## config.mk

```make
export PLATFORM = sky130hd
export DESIGN_NAME = ep0sr_core
export DESIGN_NICKNAME = d
export VERILOG_FILES = /design/src/ep0sr_pkg.sv /design/src/ep0sr_if.sv /design/src/ep0sr_core.sv /design/src/ep0sr_axil.sv /design/src/ep0sr_sof_timer.sv
export SDC_FILE = /design/constraint.sdc
export NUM_CORES = 1
export LEC_CHECK = 0
export ABC_AREA = 1
export BUFFER_PORTS_ARGS = -buffer_cell sky130_fd_sc_hd__buf_2
export CAP_MARGIN = 30
export CORE_ASPECT_RATIO = 0.75
export CORE_MARGIN = 4
export CORE_UTILIZATION = 55
export CTS_CLUSTER_DIAMETER = 50
export DETAILED_ROUTE_END_ITERATION = 8
export PLACE_DENSITY = 0.79
export SYNTH_ARGS = -nofsm -noshare
export SYNTH_HDL_FRONTEND = slang
export SYNTH_HIERARCHICAL = 1
export SYNTH_SLANG_ARGS = --single-unit
```

## constraint.sdc

```tcl
create_clock -name clk -period 1.8 [get_ports clk]
set_input_delay 0.09 -clock clk [delete_from_list [all_inputs] [get_ports clk]]
set_output_delay 0.09 -clock clk [all_outputs]
set_load 0.01 [all_outputs]
```

## src/ep0sr_pkg.sv

```systemverilog
// Purpose: constants, register map and helpers of the endpoint-zero
//          standard request handler.
// Assumes: 100 MHz clock, 32-bit AXI4-Lite register bus, 8-bit address.
// Notes:   every offset is a byte address of one aligned 32-bit word.
//
// Overview of operation
// - Set_Configuration 0x00/0x09 stores configuration from byte 2
// - writing one to handshake bit clears it
// - Get_Configuration 0x80/0x08 returns configuration, count one
// - Set_Interface 0x00/0x0B: alternate byte 2, interface byte 4
// - Set_Interface resets data toggles of interface endpoints
// - clear IN busy, re-arm OUT endpoints, then clear handshake
// - Get_Interface 0x81/0x0A returns stored alternate setting
// - answer address zero until Set_Address assigns one
// - core captures Set_Address, then matches only that address
// - address holds until detach, bus reset or power down
// - function address readable, firmware writes ignored
// - re-enumeration clears function address to zero
// - Sync_Frame 0x82/0x0C, endpoint 0x08-0x0F or 0x88-0x8F
// - firmware loads two-byte future frame into IN buffer
// - frame count readable as separate low and high
// - missing start-of-frame still raises event from timer
// - one start-of-frame event serves all isochronous endpoints
package ep0sr_pkg;
  localparam int ADDR_W = 8;
  // register byte addresses
  localparam logic [7:0] OFS_SETUP_LO = 8'h00;
  localparam logic [7:0] OFS_SETUP_HI = 8'h04;
  localparam logic [7:0] OFS_CTRL = 8'h08;
  localparam logic [7:0] OFS_IN_BC = 8'h0C;
  localparam logic [7:0] OFS_IN_BUF = 8'h10;
  localparam logic [7:0] OFS_FN_ADDR = 8'h14;
  localparam logic [7:0] OFS_FRAME_LO = 8'h18;
  localparam logic [7:0] OFS_FRAME_HI = 8'h1C;
  localparam logic [7:0] OFS_CONFIG = 8'h20;
  localparam logic [7:0] OFS_ALT = 8'h24;
  localparam logic [7:0] OFS_EP_CMD = 8'h28;
  localparam logic [7:0] OFS_SYNC = 8'h2C;
  // field positions
  localparam int CTRL_NAK_BIT = 0;
  localparam int CTRL_ARMED_BIT = 1;
  localparam int EPC_TOGGLE_BIT = 16;
  localparam int EPC_BUSY_BIT = 17;
  localparam int EPC_REARM_BIT = 18;
  // request codes
  localparam logic [7:0] TYPE_OUT_DEV = 8'h00;
  localparam logic [7:0] TYPE_IN_DEV = 8'h80;
  localparam logic [7:0] TYPE_IN_IF = 8'h81;
  localparam logic [7:0] TYPE_IN_EP = 8'h82;
  localparam logic [7:0] REQ_SET_ADDR = 8'h05;
  localparam logic [7:0] REQ_GET_CFG = 8'h08;
  localparam logic [7:0] REQ_SET_CFG = 8'h09;
  localparam logic [7:0] REQ_GET_IF = 8'h0A;
  localparam logic [7:0] REQ_SET_IF = 8'h0B;
  localparam logic [7:0] REQ_SYNC = 8'h0C;
  // reset values
  localparam logic [6:0] RST_FN_ADDR = 7'h00;
  localparam logic [10:0] RST_FRAME = 11'h000;
  localparam logic [7:0] RST_CONFIG = 8'h00;
  // bus answers
  localparam logic [1:0] RESP_OKAY = 2'h0;
  localparam logic [1:0] RESP_SLVERR = 2'h2;
  // frame timing
  localparam int CLK_PERIOD_NS = 10;
  localparam int SOF_PERIOD_NS = 1000000;
  localparam int SOF_CYC = SOF_PERIOD_NS / CLK_PERIOD_NS;

  // byte-enable merge of a register write
  function automatic logic [31:0] wmerge(logic [31:0] old,
                                         logic [31:0] nw,
                                         logic [3:0] strb);
    logic [31:0] r;
    r = old;
    for (int i = 0; i < 4; i++) begin
      if (strb[i]) begin
        r[i*8 +: 8] = nw[i*8 +: 8];
      end
    end
    return r;
  endfunction

  // isochronous endpoint code: OUT 0x08-0x0F or IN 0x88-0x8F
  function automatic logic is_iso_ep(logic [7:0] code);
    return (code[6:4] == 3'h0) && code[3];
  endfunction
endpackage

```

## src/ep0sr_if.sv

```systemverilog
// Purpose: carriers between the handler core and its helpers.
// Assumes: one clock domain.
// Notes:   rdata and rd_ok answer rd_addr in the same cycle.
interface ep0sr_rb_if;
  logic wr_en;
  logic [ep0sr_pkg::ADDR_W-1:0] wr_addr;
  logic [31:0] wdata;
  logic [3:0] wstrb;
  logic wr_ok;
  logic rd_en;
  logic [ep0sr_pkg::ADDR_W-1:0] rd_addr;
  logic [31:0] rdata;
  logic rd_ok;
  modport slave (output wr_en, wr_addr, wdata, wstrb, rd_en, rd_addr,
                 input wr_ok, rdata, rd_ok);
  modport core (input wr_en, wr_addr, wdata, wstrb, rd_en, rd_addr,
                output wr_ok, rdata, rd_ok);
endinterface

interface ep0sr_tmr_if;
  logic seen;
  logic clear;
  logic miss;
  modport timer (input seen, clear, output miss);
  modport core (output seen, clear, input miss);
endinterface

```

## src/ep0sr_core.sv

```systemverilog
// Purpose: endpoint-zero standard request handler: configuration,
//          alternate settings, device address and frame timing.
// Assumes: serial engine signals share clk and arrive already decoded;
//          firmware reaches the registers over AXI4-Lite.
// Notes:   usb_reset and detach both count as re-enumeration.
module ep0sr_core #(
  parameter int NUM_IF = 4,
  parameter int SOF_CYCLES = ep0sr_pkg::SOF_CYC
) (
  input wire logic clk,
  input wire logic rst,
  input wire logic ce,
  // register bus
  input wire logic [ep0sr_pkg::ADDR_W-1:0] s_axi_awaddr,
  input wire logic s_axi_awvalid,
  output logic s_axi_awready,
  input wire logic [31:0] s_axi_wdata,
  input wire logic [3:0] s_axi_wstrb,
  input wire logic s_axi_wvalid,
  output logic s_axi_wready,
  output logic [1:0] s_axi_bresp,
  output logic s_axi_bvalid,
  input wire logic s_axi_bready,
  input wire logic [ep0sr_pkg::ADDR_W-1:0] s_axi_araddr,
  input wire logic s_axi_arvalid,
  output logic s_axi_arready,
  output logic [31:0] s_axi_rdata,
  output logic [1:0] s_axi_rresp,
  output logic s_axi_rvalid,
  input wire logic s_axi_rready,
  // serial engine side
  input wire logic setup_valid,
  input wire logic [63:0] setup_bytes,
  input wire logic sof_valid,
  input wire logic [10:0] sof_frame,
  input wire logic tok_valid,
  input wire logic [6:0] tok_addr,
  input wire logic status_tok,
  input wire logic in_done,
  input wire logic usb_reset,
  input wire logic detach,
  output logic [6:0] function_address,
  output logic addr_match,
  output logic status_ack,
  output logic status_nak,
  output logic [31:0] control_in_buffer,
  output logic [7:0] control_in_byte_count,
  output logic in_armed,
  output logic sof_event,
  output logic [10:0] frame_count,
  output logic [15:0] ep_mask,
  output logic ep_toggle_rst,
  output logic ep_busy_clr,
  output logic ep_out_rearm,
  output logic sync_valid,
  output logic [7:0] sync_endpoint_code
);
  localparam int IW = (NUM_IF > 1) ? $clog2(NUM_IF) : 1;

  // control transfer progress
  typedef enum logic [1:0] {
    ST_IDLE,
    ST_FW,
    ST_ADDR
  } ep0sr_st_t;

  typedef struct packed {
    ep0sr_st_t st;
    logic [63:0] setup;
    logic nak;
    logic [6:0] fa;
    logic [6:0] fa_pend;
    logic [10:0] frame;
    logic [7:0] cfg;
    logic [NUM_IF-1:0][7:0] alt;
    logic [31:0] ibuf;
    logic [7:0] ibc;
    logic armed;
    logic [15:0] mask;
    logic tog;
    logic bclr;
    logic orarm;
    logic sof;
    logic match;
    logic ack;
    logic nakp;
    logic sync_v;
    logic [7:0] sync_ep;
  } ep0sr_cs_t;

  ep0sr_cs_t c_q, c_d;

  ep0sr_rb_if rb();
  ep0sr_tmr_if tm();

  ep0sr_axil u_axil (
    .clk(clk),
    .rst(rst),
    .ce(ce),
    .awaddr(s_axi_awaddr),
    .awvalid(s_axi_awvalid),
    .awready(s_axi_awready),
    .wdata(s_axi_wdata),
    .wstrb(s_axi_wstrb),
    .wvalid(s_axi_wvalid),
    .wready(s_axi_wready),
    .bresp(s_axi_bresp),
    .bvalid(s_axi_bvalid),
    .bready(s_axi_bready),
    .araddr(s_axi_araddr),
    .arvalid(s_axi_arvalid),
    .arready(s_axi_arready),
    .rdata(s_axi_rdata),
    .rresp(s_axi_rresp),
    .rvalid(s_axi_rvalid),
    .rready(s_axi_rready),
    .rb(rb.slave)
  );

  ep0sr_sof_timer #(
    .PERIOD(SOF_CYCLES)
  ) u_timer (
    .clk(clk),
    .rst(rst),
    .ce(ce),
    .tm(tm.timer)
  );

  // setup byte fields
  function automatic logic [7:0] sbyte(logic [63:0] s, int n);
    return s[n*8 +: 8];
  endfunction

  // address decode shared by the read and write paths
  function automatic logic mapped(logic [7:0] a);
    return (a[1:0] == 2'h0) && (a <= ep0sr_pkg::OFS_SYNC);
  endfunction

  // interface index, out-of-range interfaces read back zero
  function automatic logic if_ok(logic [7:0] n);
    return int'(n) < NUM_IF;
  endfunction

  // request type and code of the latched setup packet
  logic [7:0] rq_type, rq_code, rq_if;
  assign rq_type = sbyte(c_q.setup, 0);
  assign rq_code = sbyte(c_q.setup, 1);
  assign rq_if = sbyte(c_q.setup, 4);

  // timer sees every frame so synthesised frames re-time themselves
  assign tm.seen = sof_valid || tm.miss;
  assign tm.clear = usb_reset || detach;

  assign function_address = c_q.fa;
  assign addr_match = c_q.match;
  assign status_ack = c_q.ack;
  assign status_nak = c_q.nakp;
  assign control_in_buffer = c_q.ibuf;
  assign control_in_byte_count = c_q.ibc;
  assign in_armed = c_q.armed;
  assign sof_event = c_q.sof;
  assign frame_count = c_q.frame;
  assign ep_mask = c_q.mask;
  assign ep_toggle_rst = c_q.tog;
  assign ep_busy_clr = c_q.bclr;
  assign ep_out_rearm = c_q.orarm;
  assign sync_valid = c_q.sync_v;
  assign sync_endpoint_code = c_q.sync_ep;

  // register read mux, answered in the cycle of the address
  always_comb begin
    rb.rdata = 32'h0000_0000;
    rb.rd_ok = mapped(rb.rd_addr);
    rb.wr_ok = mapped(rb.wr_addr);
    case (rb.rd_addr)
      ep0sr_pkg::OFS_SETUP_LO: rb.rdata = c_q.setup[31:0];
      ep0sr_pkg::OFS_SETUP_HI: rb.rdata = c_q.setup[63:32];
      ep0sr_pkg::OFS_CTRL: begin
        rb.rdata[ep0sr_pkg::CTRL_NAK_BIT] = c_q.nak;
        rb.rdata[ep0sr_pkg::CTRL_ARMED_BIT] = c_q.armed;
      end
      ep0sr_pkg::OFS_IN_BC: rb.rdata[7:0] = c_q.ibc;
      ep0sr_pkg::OFS_IN_BUF: rb.rdata = c_q.ibuf;
      ep0sr_pkg::OFS_FN_ADDR: rb.rdata[6:0] = c_q.fa;
      ep0sr_pkg::OFS_FRAME_LO: rb.rdata[7:0] = c_q.frame[7:0];
      ep0sr_pkg::OFS_FRAME_HI: rb.rdata[2:0] = c_q.frame[10:8];
      ep0sr_pkg::OFS_CONFIG: rb.rdata[7:0] = c_q.cfg;
      ep0sr_pkg::OFS_ALT: begin
        // alternate setting of the interface named in setup byte 4
        if (if_ok(rq_if)) begin
          rb.rdata[7:0] = c_q.alt[rq_if[IW-1:0]];
        end
      end
      ep0sr_pkg::OFS_SYNC: begin
        rb.rdata[7:0] = c_q.sync_ep;
        rb.rdata[8] = c_q.sync_v;
      end
      default: rb.rdata = 32'h0000_0000;
    endcase
  end

  // next state of the whole handler
  always_comb begin
    logic [31:0] wv;
    logic [7:0] wif;
    wv = 32'h0000_0000;
    wif = 8'h00;
    c_d = c_q;
    c_d.ack = 1'b0;
    c_d.nakp = 1'b0;
    c_d.sof = 1'b0;
    c_d.tog = 1'b0;
    c_d.bclr = 1'b0;
    c_d.orarm = 1'b0;
    c_d.match = 1'b0;

    // firmware writes
    if (rb.wr_en) begin
      case (rb.wr_addr)
        ep0sr_pkg::OFS_CTRL: begin
          // write one clears; a new setup below still wins
          if (rb.wstrb[0] && rb.wdata[ep0sr_pkg::CTRL_NAK_BIT]) begin
            c_d.nak = 1'b0;
          end
        end
        ep0sr_pkg::OFS_IN_BC: begin
          if (rb.wstrb[0]) begin
            c_d.ibc = rb.wdata[7:0];
            c_d.armed = 1'b1;
          end
        end
        ep0sr_pkg::OFS_IN_BUF: begin
          c_d.ibuf = ep0sr_pkg::wmerge(c_q.ibuf, rb.wdata, rb.wstrb);
        end
        ep0sr_pkg::OFS_CONFIG: begin
          if (rb.wstrb[0]) begin
            c_d.cfg = rb.wdata[7:0];
          end
        end
        ep0sr_pkg::OFS_ALT: begin
          wv = ep0sr_pkg::wmerge(32'h0000_0000, rb.wdata, rb.wstrb);
          wif = wv[15:8];
          if (rb.wstrb[0] && if_ok(wif)) begin
            c_d.alt[wif[IW-1:0]] = wv[7:0];
          end
        end
        ep0sr_pkg::OFS_EP_CMD: begin
          // one-cycle strobes towards the endpoints in the mask
          wv = ep0sr_pkg::wmerge(32'h0000_0000, rb.wdata, rb.wstrb);
          c_d.mask = wv[15:0];
          c_d.tog = wv[ep0sr_pkg::EPC_TOGGLE_BIT];
          c_d.bclr = wv[ep0sr_pkg::EPC_BUSY_BIT];
          c_d.orarm = wv[ep0sr_pkg::EPC_REARM_BIT];
        end
        // the function address ignores writes; the bus still says OKAY
        default: c_d.nak = c_d.nak;
      endcase
    end

    // the serial engine finished sending the IN data
    if (in_done) begin
      c_d.armed = 1'b0;
    end

    // status stage: NAK while firmware still owns the request
    if (status_tok) begin
      if (c_q.st == ST_FW && c_q.nak) begin
        c_d.nakp = 1'b1;
      end else begin
        c_d.ack = 1'b1;
        if (c_q.st == ST_ADDR) begin
          c_d.fa = c_q.fa_pend;
        end
        c_d.st = ST_IDLE;
      end
    end

    // a new setup packet restarts the control transfer
    if (setup_valid) begin
      c_d.setup = setup_bytes;
      c_d.sync_v = 1'b0;
      if (sbyte(setup_bytes, 0) == ep0sr_pkg::TYPE_OUT_DEV &&
          sbyte(setup_bytes, 1) == ep0sr_pkg::REQ_SET_ADDR) begin
        // handled entirely in the core, no firmware turn
        c_d.st = ST_ADDR;
        c_d.fa_pend = setup_bytes[22:16];
        c_d.nak = 1'b0;
      end else begin
        c_d.st = ST_FW;
        c_d.nak = 1'b1;
      end
      if (sbyte(setup_bytes, 0) == ep0sr_pkg::TYPE_IN_EP &&
          sbyte(setup_bytes, 1) == ep0sr_pkg::REQ_SYNC) begin
        c_d.sync_ep = sbyte(setup_bytes, 4);
        c_d.sync_v = ep0sr_pkg::is_iso_ep(sbyte(setup_bytes, 4));
      end
    end

    // token address filter: zero until assigned, then only that one
    if (tok_valid) begin
      c_d.match = (tok_addr == c_q.fa);
    end

    // frames: packet number wins, a missed packet steps by one
    if (sof_valid) begin
      c_d.frame = sof_frame;
      c_d.sof = 1'b1;
    end else if (tm.miss) begin
      c_d.frame = c_q.frame + 11'h001;
      c_d.sof = 1'b1;
    end

    // bus reset or detach brings the device back as new
    if (usb_reset || detach) begin
      c_d.fa = ep0sr_pkg::RST_FN_ADDR;
      c_d.st = ST_IDLE;
      c_d.nak = 1'b0;
      c_d.cfg = ep0sr_pkg::RST_CONFIG;
      c_d.alt = '0;
      c_d.armed = 1'b0;
      c_d.match = 1'b0;
    end

    // guard against an illegal encoding of the progress field
    case (c_d.st)
      ST_IDLE, ST_FW, ST_ADDR: c_d.st = c_d.st;
      default: c_d.st = ST_IDLE;
    endcase
  end

  // single state register; clock enable freezes everything
  always_ff @(posedge clk) begin
    if (rst) begin
      c_q <= '0;
      c_q.st <= ST_IDLE;
      c_q.fa <= ep0sr_pkg::RST_FN_ADDR;
      c_q.frame <= ep0sr_pkg::RST_FRAME;
      c_q.cfg <= ep0sr_pkg::RST_CONFIG;
    end else if (ce) begin
      c_q <= c_d;
    end
  end
endmodule

```

## src/ep0sr_axil.sv

```systemverilog
// Purpose: AXI4-Lite slave front end for the handler registers.
// Assumes: address and data of a write may arrive in either order.
// Notes:   one write and one read in flight; unmapped answers SLVERR.
module ep0sr_axil (
  input wire logic clk,
  input wire logic rst,
  input wire logic ce,
  input wire logic [ep0sr_pkg::ADDR_W-1:0] awaddr,
  input wire logic awvalid,
  output logic awready,
  input wire logic [31:0] wdata,
  input wire logic [3:0] wstrb,
  input wire logic wvalid,
  output logic wready,
  output logic [1:0] bresp,
  output logic bvalid,
  input wire logic bready,
  input wire logic [ep0sr_pkg::ADDR_W-1:0] araddr,
  input wire logic arvalid,
  output logic arready,
  output logic [31:0] rdata,
  output logic [1:0] rresp,
  output logic rvalid,
  input wire logic rready,
  ep0sr_rb_if.slave rb
);
  typedef struct packed {
    logic aw_got, w_got, awready, wready, arready, bvalid, rvalid;
    logic [ep0sr_pkg::ADDR_W-1:0] addr;
    logic [31:0] data, rdata;
    logic [3:0] strb;
    logic [1:0] bresp, rresp;
  } ep0sr_axs_t;
  ep0sr_axs_t s_q, s_d;

  assign awready = s_q.awready;
  assign wready = s_q.wready;
  assign bvalid = s_q.bvalid;
  assign bresp = s_q.bresp;
  assign arready = s_q.arready;
  assign rvalid = s_q.rvalid;
  assign rdata = s_q.rdata;
  assign rresp = s_q.rresp;
  assign rb.wr_addr = s_q.addr;
  assign rb.wdata = s_q.data;
  assign rb.wstrb = s_q.strb;
  assign rb.rd_addr = araddr;

  // channel capture, write issue once both halves are held
  always_comb begin
    s_d = s_q;
    rb.wr_en = 1'b0;
    rb.rd_en = 1'b0;
    if (awvalid && s_q.awready) begin
      s_d.aw_got = 1'b1;
      s_d.addr = awaddr;
    end
    if (wvalid && s_q.wready) begin
      s_d.w_got = 1'b1;
      s_d.data = wdata;
      s_d.strb = wstrb;
    end
    if (s_q.bvalid && bready) begin
      s_d.bvalid = 1'b0;
    end
    if (s_q.aw_got && s_q.w_got && !s_q.bvalid) begin
      rb.wr_en = 1'b1;
      s_d.aw_got = 1'b0;
      s_d.w_got = 1'b0;
      s_d.bvalid = 1'b1;
      s_d.bresp = rb.wr_ok ? ep0sr_pkg::RESP_OKAY : ep0sr_pkg::RESP_SLVERR;
    end
    if (s_q.rvalid && rready) begin
      s_d.rvalid = 1'b0;
    end
    if (arvalid && s_q.arready) begin
      rb.rd_en = 1'b1;
      s_d.rvalid = 1'b1;
      s_d.rdata = rb.rdata;
      s_d.rresp = rb.rd_ok ? ep0sr_pkg::RESP_OKAY : ep0sr_pkg::RESP_SLVERR;
    end
    // ready drops while a half is held so payloads are never overwritten
    s_d.awready = !s_d.aw_got && !s_d.bvalid;
    s_d.wready = !s_d.w_got && !s_d.bvalid;
    s_d.arready = !s_d.rvalid;
  end

  always_ff @(posedge clk) begin
    if (rst) begin
      s_q <= '0;
    end else if (ce) begin
      s_q <= s_d;
    end
  end
endmodule

```

## src/ep0sr_sof_timer.sv

```systemverilog
// Purpose: frame timer that stands in for a lost start-of-frame packet.
// Assumes: seen pulses on every start-of-frame, real or synthesised.
// Notes:   stays idle until the first real packet after a clear.
module ep0sr_sof_timer #(
  parameter int PERIOD = ep0sr_pkg::SOF_CYC,
  parameter int CW = 20
) (
  input wire logic clk,
  input wire logic rst,
  input wire logic ce,
  ep0sr_tmr_if.timer tm
);
  typedef struct packed {
    logic armed;
    logic miss;
    logic [CW-1:0] cnt;
  } ep0sr_tms_t;
  ep0sr_tms_t t_q, t_d;

  assign tm.miss = t_q.miss;

  // restart on each frame; expiry one period after the last frame
  always_comb begin
    t_d = t_q;
    t_d.miss = 1'b0;
    if (tm.clear) begin
      t_d = '0;
    end else if (tm.seen) begin
      t_d.armed = 1'b1;
      t_d.cnt = '0;
    end else if (t_q.armed) begin
      if (t_q.cnt == CW'(PERIOD - 1)) begin
        t_d.miss = 1'b1;
        t_d.cnt = '0;
      end else begin
        t_d.cnt = t_q.cnt + 1'b1;
      end
    end
  end

  always_ff @(posedge clk) begin
    if (rst) begin
      t_q <= '0;
    end else if (ce) begin
      t_q <= t_d;
    end
  end
endmodule

```

==> flow_summary.yaml <==
drt:
  drt-pass1-iter-count: 8
  dr.first_iter.drc_count: 2134
  via_count: 15900
  remaining_drc_errors: 0
  wl_per_cell_um: 18.8
  ant_nets: 0
  viasPerCell: 5.68
  wl_mm: 52.8
synth:
  synth.distinct_cells: 48
  synth-seq-area-share: 0.409
  synth_enable_flop_cells: 0
  synth.avg_cell_area_um2: 7.02
  synthCells: 2175
  synthArstFlopShare: 0
  ys_ff_latch: 312
  synth-main-ff-cell: "dfxtp_1"
  syn_area_um2: 15300
  yosysWarnings: 6
timing:
  hold-worst-slack_ps: 14.1
  period_share: 0.951
  final-hold-violation-count: 0
  slew_headroom: 0.563
  slew_violations: 0
  rsz0062_at_grt: "yes"
  fin_crit_ps: 1710
  fmaxAchievable_mhz: 584
  finClkSkew_ps: 13.3
  setup_viol_count_final: 0
  worstMarginPinSlew_ps: 653
placed_design:
  place_hpwl_mm: 36.7
  place_inst: 2608
  routabilityCongestion: 1.02
  io_buffers: 278
final_layout:
  final_nets: 2574
  drive_gt1_frac: 0.192
  final_util: 0.680
  multi_input_area_um2: 6700
  mostFrequentLayoutCell: "nand2_1"
  area_delta_synth_final_pct: 20.8
  final_cell_mix: "nand2_1 (381), nor2_1 (344), dfxtp_1 (311)"
  fillers: 2243
  ff_latch_area_um2: 6250
  stdcell_count: 2799
worst_hold_path:
  worstHoldPathCells: 6
  holdCritPathClass: "input port to flop"
global_route:
  grt_antenna_before_repair: 2
  grt_pass1_wl_mm: 80.9
  grt_pass1_vias: 14700
  grt_max_degree: 74
  grt_use_total: 0.324
  overflow: 0
pwr:
  power.density_nw_per_um2: 836
  peakVddDrop_mv: 0.617
  p_leak_uw: 0.00779
floorplan:
  die_h_um: 152
  dieArea_um2: 30500
  die_w_um: 200
  pin_count: 281
  initial_core_util: 0.563
  placementRows: 52
  coreArea_um2: 27100
critical_path:
  critPathKind: "flop to flop"
  arrival_ps: 2100
  cp_max_fo: 7
  r2r_cells: 8
  required_ps: 2190
  worst_setup_path_start_kind: "flop"
  r2r_slack_ps: 90
  end_kind: "flop"
clock_tree:
  cts_made_buffers: 34
  clock_latency_ps: 510
  htreeDepth: 2
  cts_root_buf: "clkbuf_16"
  cts_tree: "yes"
  clkSinkCount: 312
  cts_buffer_depth: 3
  clk_pin_slew_worst_paths_ps: 60
run:
  maxCapViolCount: 0
outcome:
  status: "finished, final reports clean"
[flip-flops by register name, summed over array words and instances (netlist names), 2 cells and up]
| signal | count |
|---|---|
| u_axil/rdata | 32 |
| c_q | 114 |
| u_axil/rb.wdata | 32 |
| function_address | 7 |
| control_in_byte_count | 8 |
| ep_mask | 16 |
| u_timer/t_q | 21 |
| sync_endpoint_code | 8 |
| u_axil/rb.wr_addr | 8 |
| u_axil/s_q | 2 |
| frame_count | 11 |
| control_in_buffer | 32 |
| u_axil/rb.wstrb | 4 |
[synthesized netlist by cell type (12+ instances only)]
cell	number	area [um^2]
nand2_1	385	1450
o21ai_0	192	961
nor2_1	352	1320
nand4_1	15	93.8
o21ai_1	12	60.1
clkbuf_1	48	180
inv_1	157	589
buf_4	181	1360
a21oi_1	187	936
a211oi_1	21	158
buf_2	22	110
nor2_2	12	75.1
nand3_1	161	806
dfxtp_1	312	6250
[metal layers]
layer,global-route usage,part of all wire,vias up
met5,0,0,-
met4,0.104,0.036,0
met3,0.0840,0.13,153
met2,0.489,0.42,1109
met1,0.457,0.41,7244
li1,-,-,7399
[worst max-delay path, stage by stage (launching register included)]
cell and delay (ps):
dfxtp_1 390, ha_1 200, nand2_1 110, nor2_2 260, nand3_1 130, nor2_1 190, nor2_2 120, o21ai_0 90
a21oi_1 90
[area by class of cell]
type,instances,share of cell area
sequential,312,0.339
clock inverter,11,0.00529
clock buffer,48,0.0512
multi-input combinational,1433,0.363
timing repair buffer,473,0.183
inverter,169,0.0346
antenna,2,0.000271
tap,351,0.0238
[final timing paths]
check / endpoint / startpoint
max: u_timer/t_q[13] / u_timer/t_q[1]
min reg2reg: u_axil/rb.wdata[24] / u_axil/rb.wdata[24]
max reg2reg: u_timer/t_q[13] / u_timer/t_q[1]
min: addr_match / tok_addr[6]
[report_power, final]
group	switching (uW)	total [uW]	internal, uW
Sequential	143	7220	7080
Clock	2890	6720	3830
Combinational	856	1470	617
[per-stage QoR]
step	setup WS, ps	TNS, ps	total power, uW	area [um^2]
finish	88.3	0	15400	18400
global route	-34.4	-215	15800	18400
CTS	29.8	0	15300	18300
detailed placement	30.4	0	8530	16000
global placement	56.1	0	8500	16000
floorplan	201	0	8090	15300
[kinds of logic after synthesis]
group	Yosys count	share of synthesized area
simple gates	967	0.269
compound gates	450	0.158
buf+inv	432	0.156
flops	312	0.409
xor+xnor	11	0.00631
fa+ha+maj	2	0.00164
other cells	1	0.000246
[what timing repair did]
action	in CTS	in global routing
resized for setup	1	27
endpoints found under the setup margin	1	60
endpoints found under the hold margin	155	0
hold buffers	125	0
gates cloned	0	2
buffers inserted	0	3
pin swaps	0	2
Note: power is estimated with default switching activity, not from simulation.
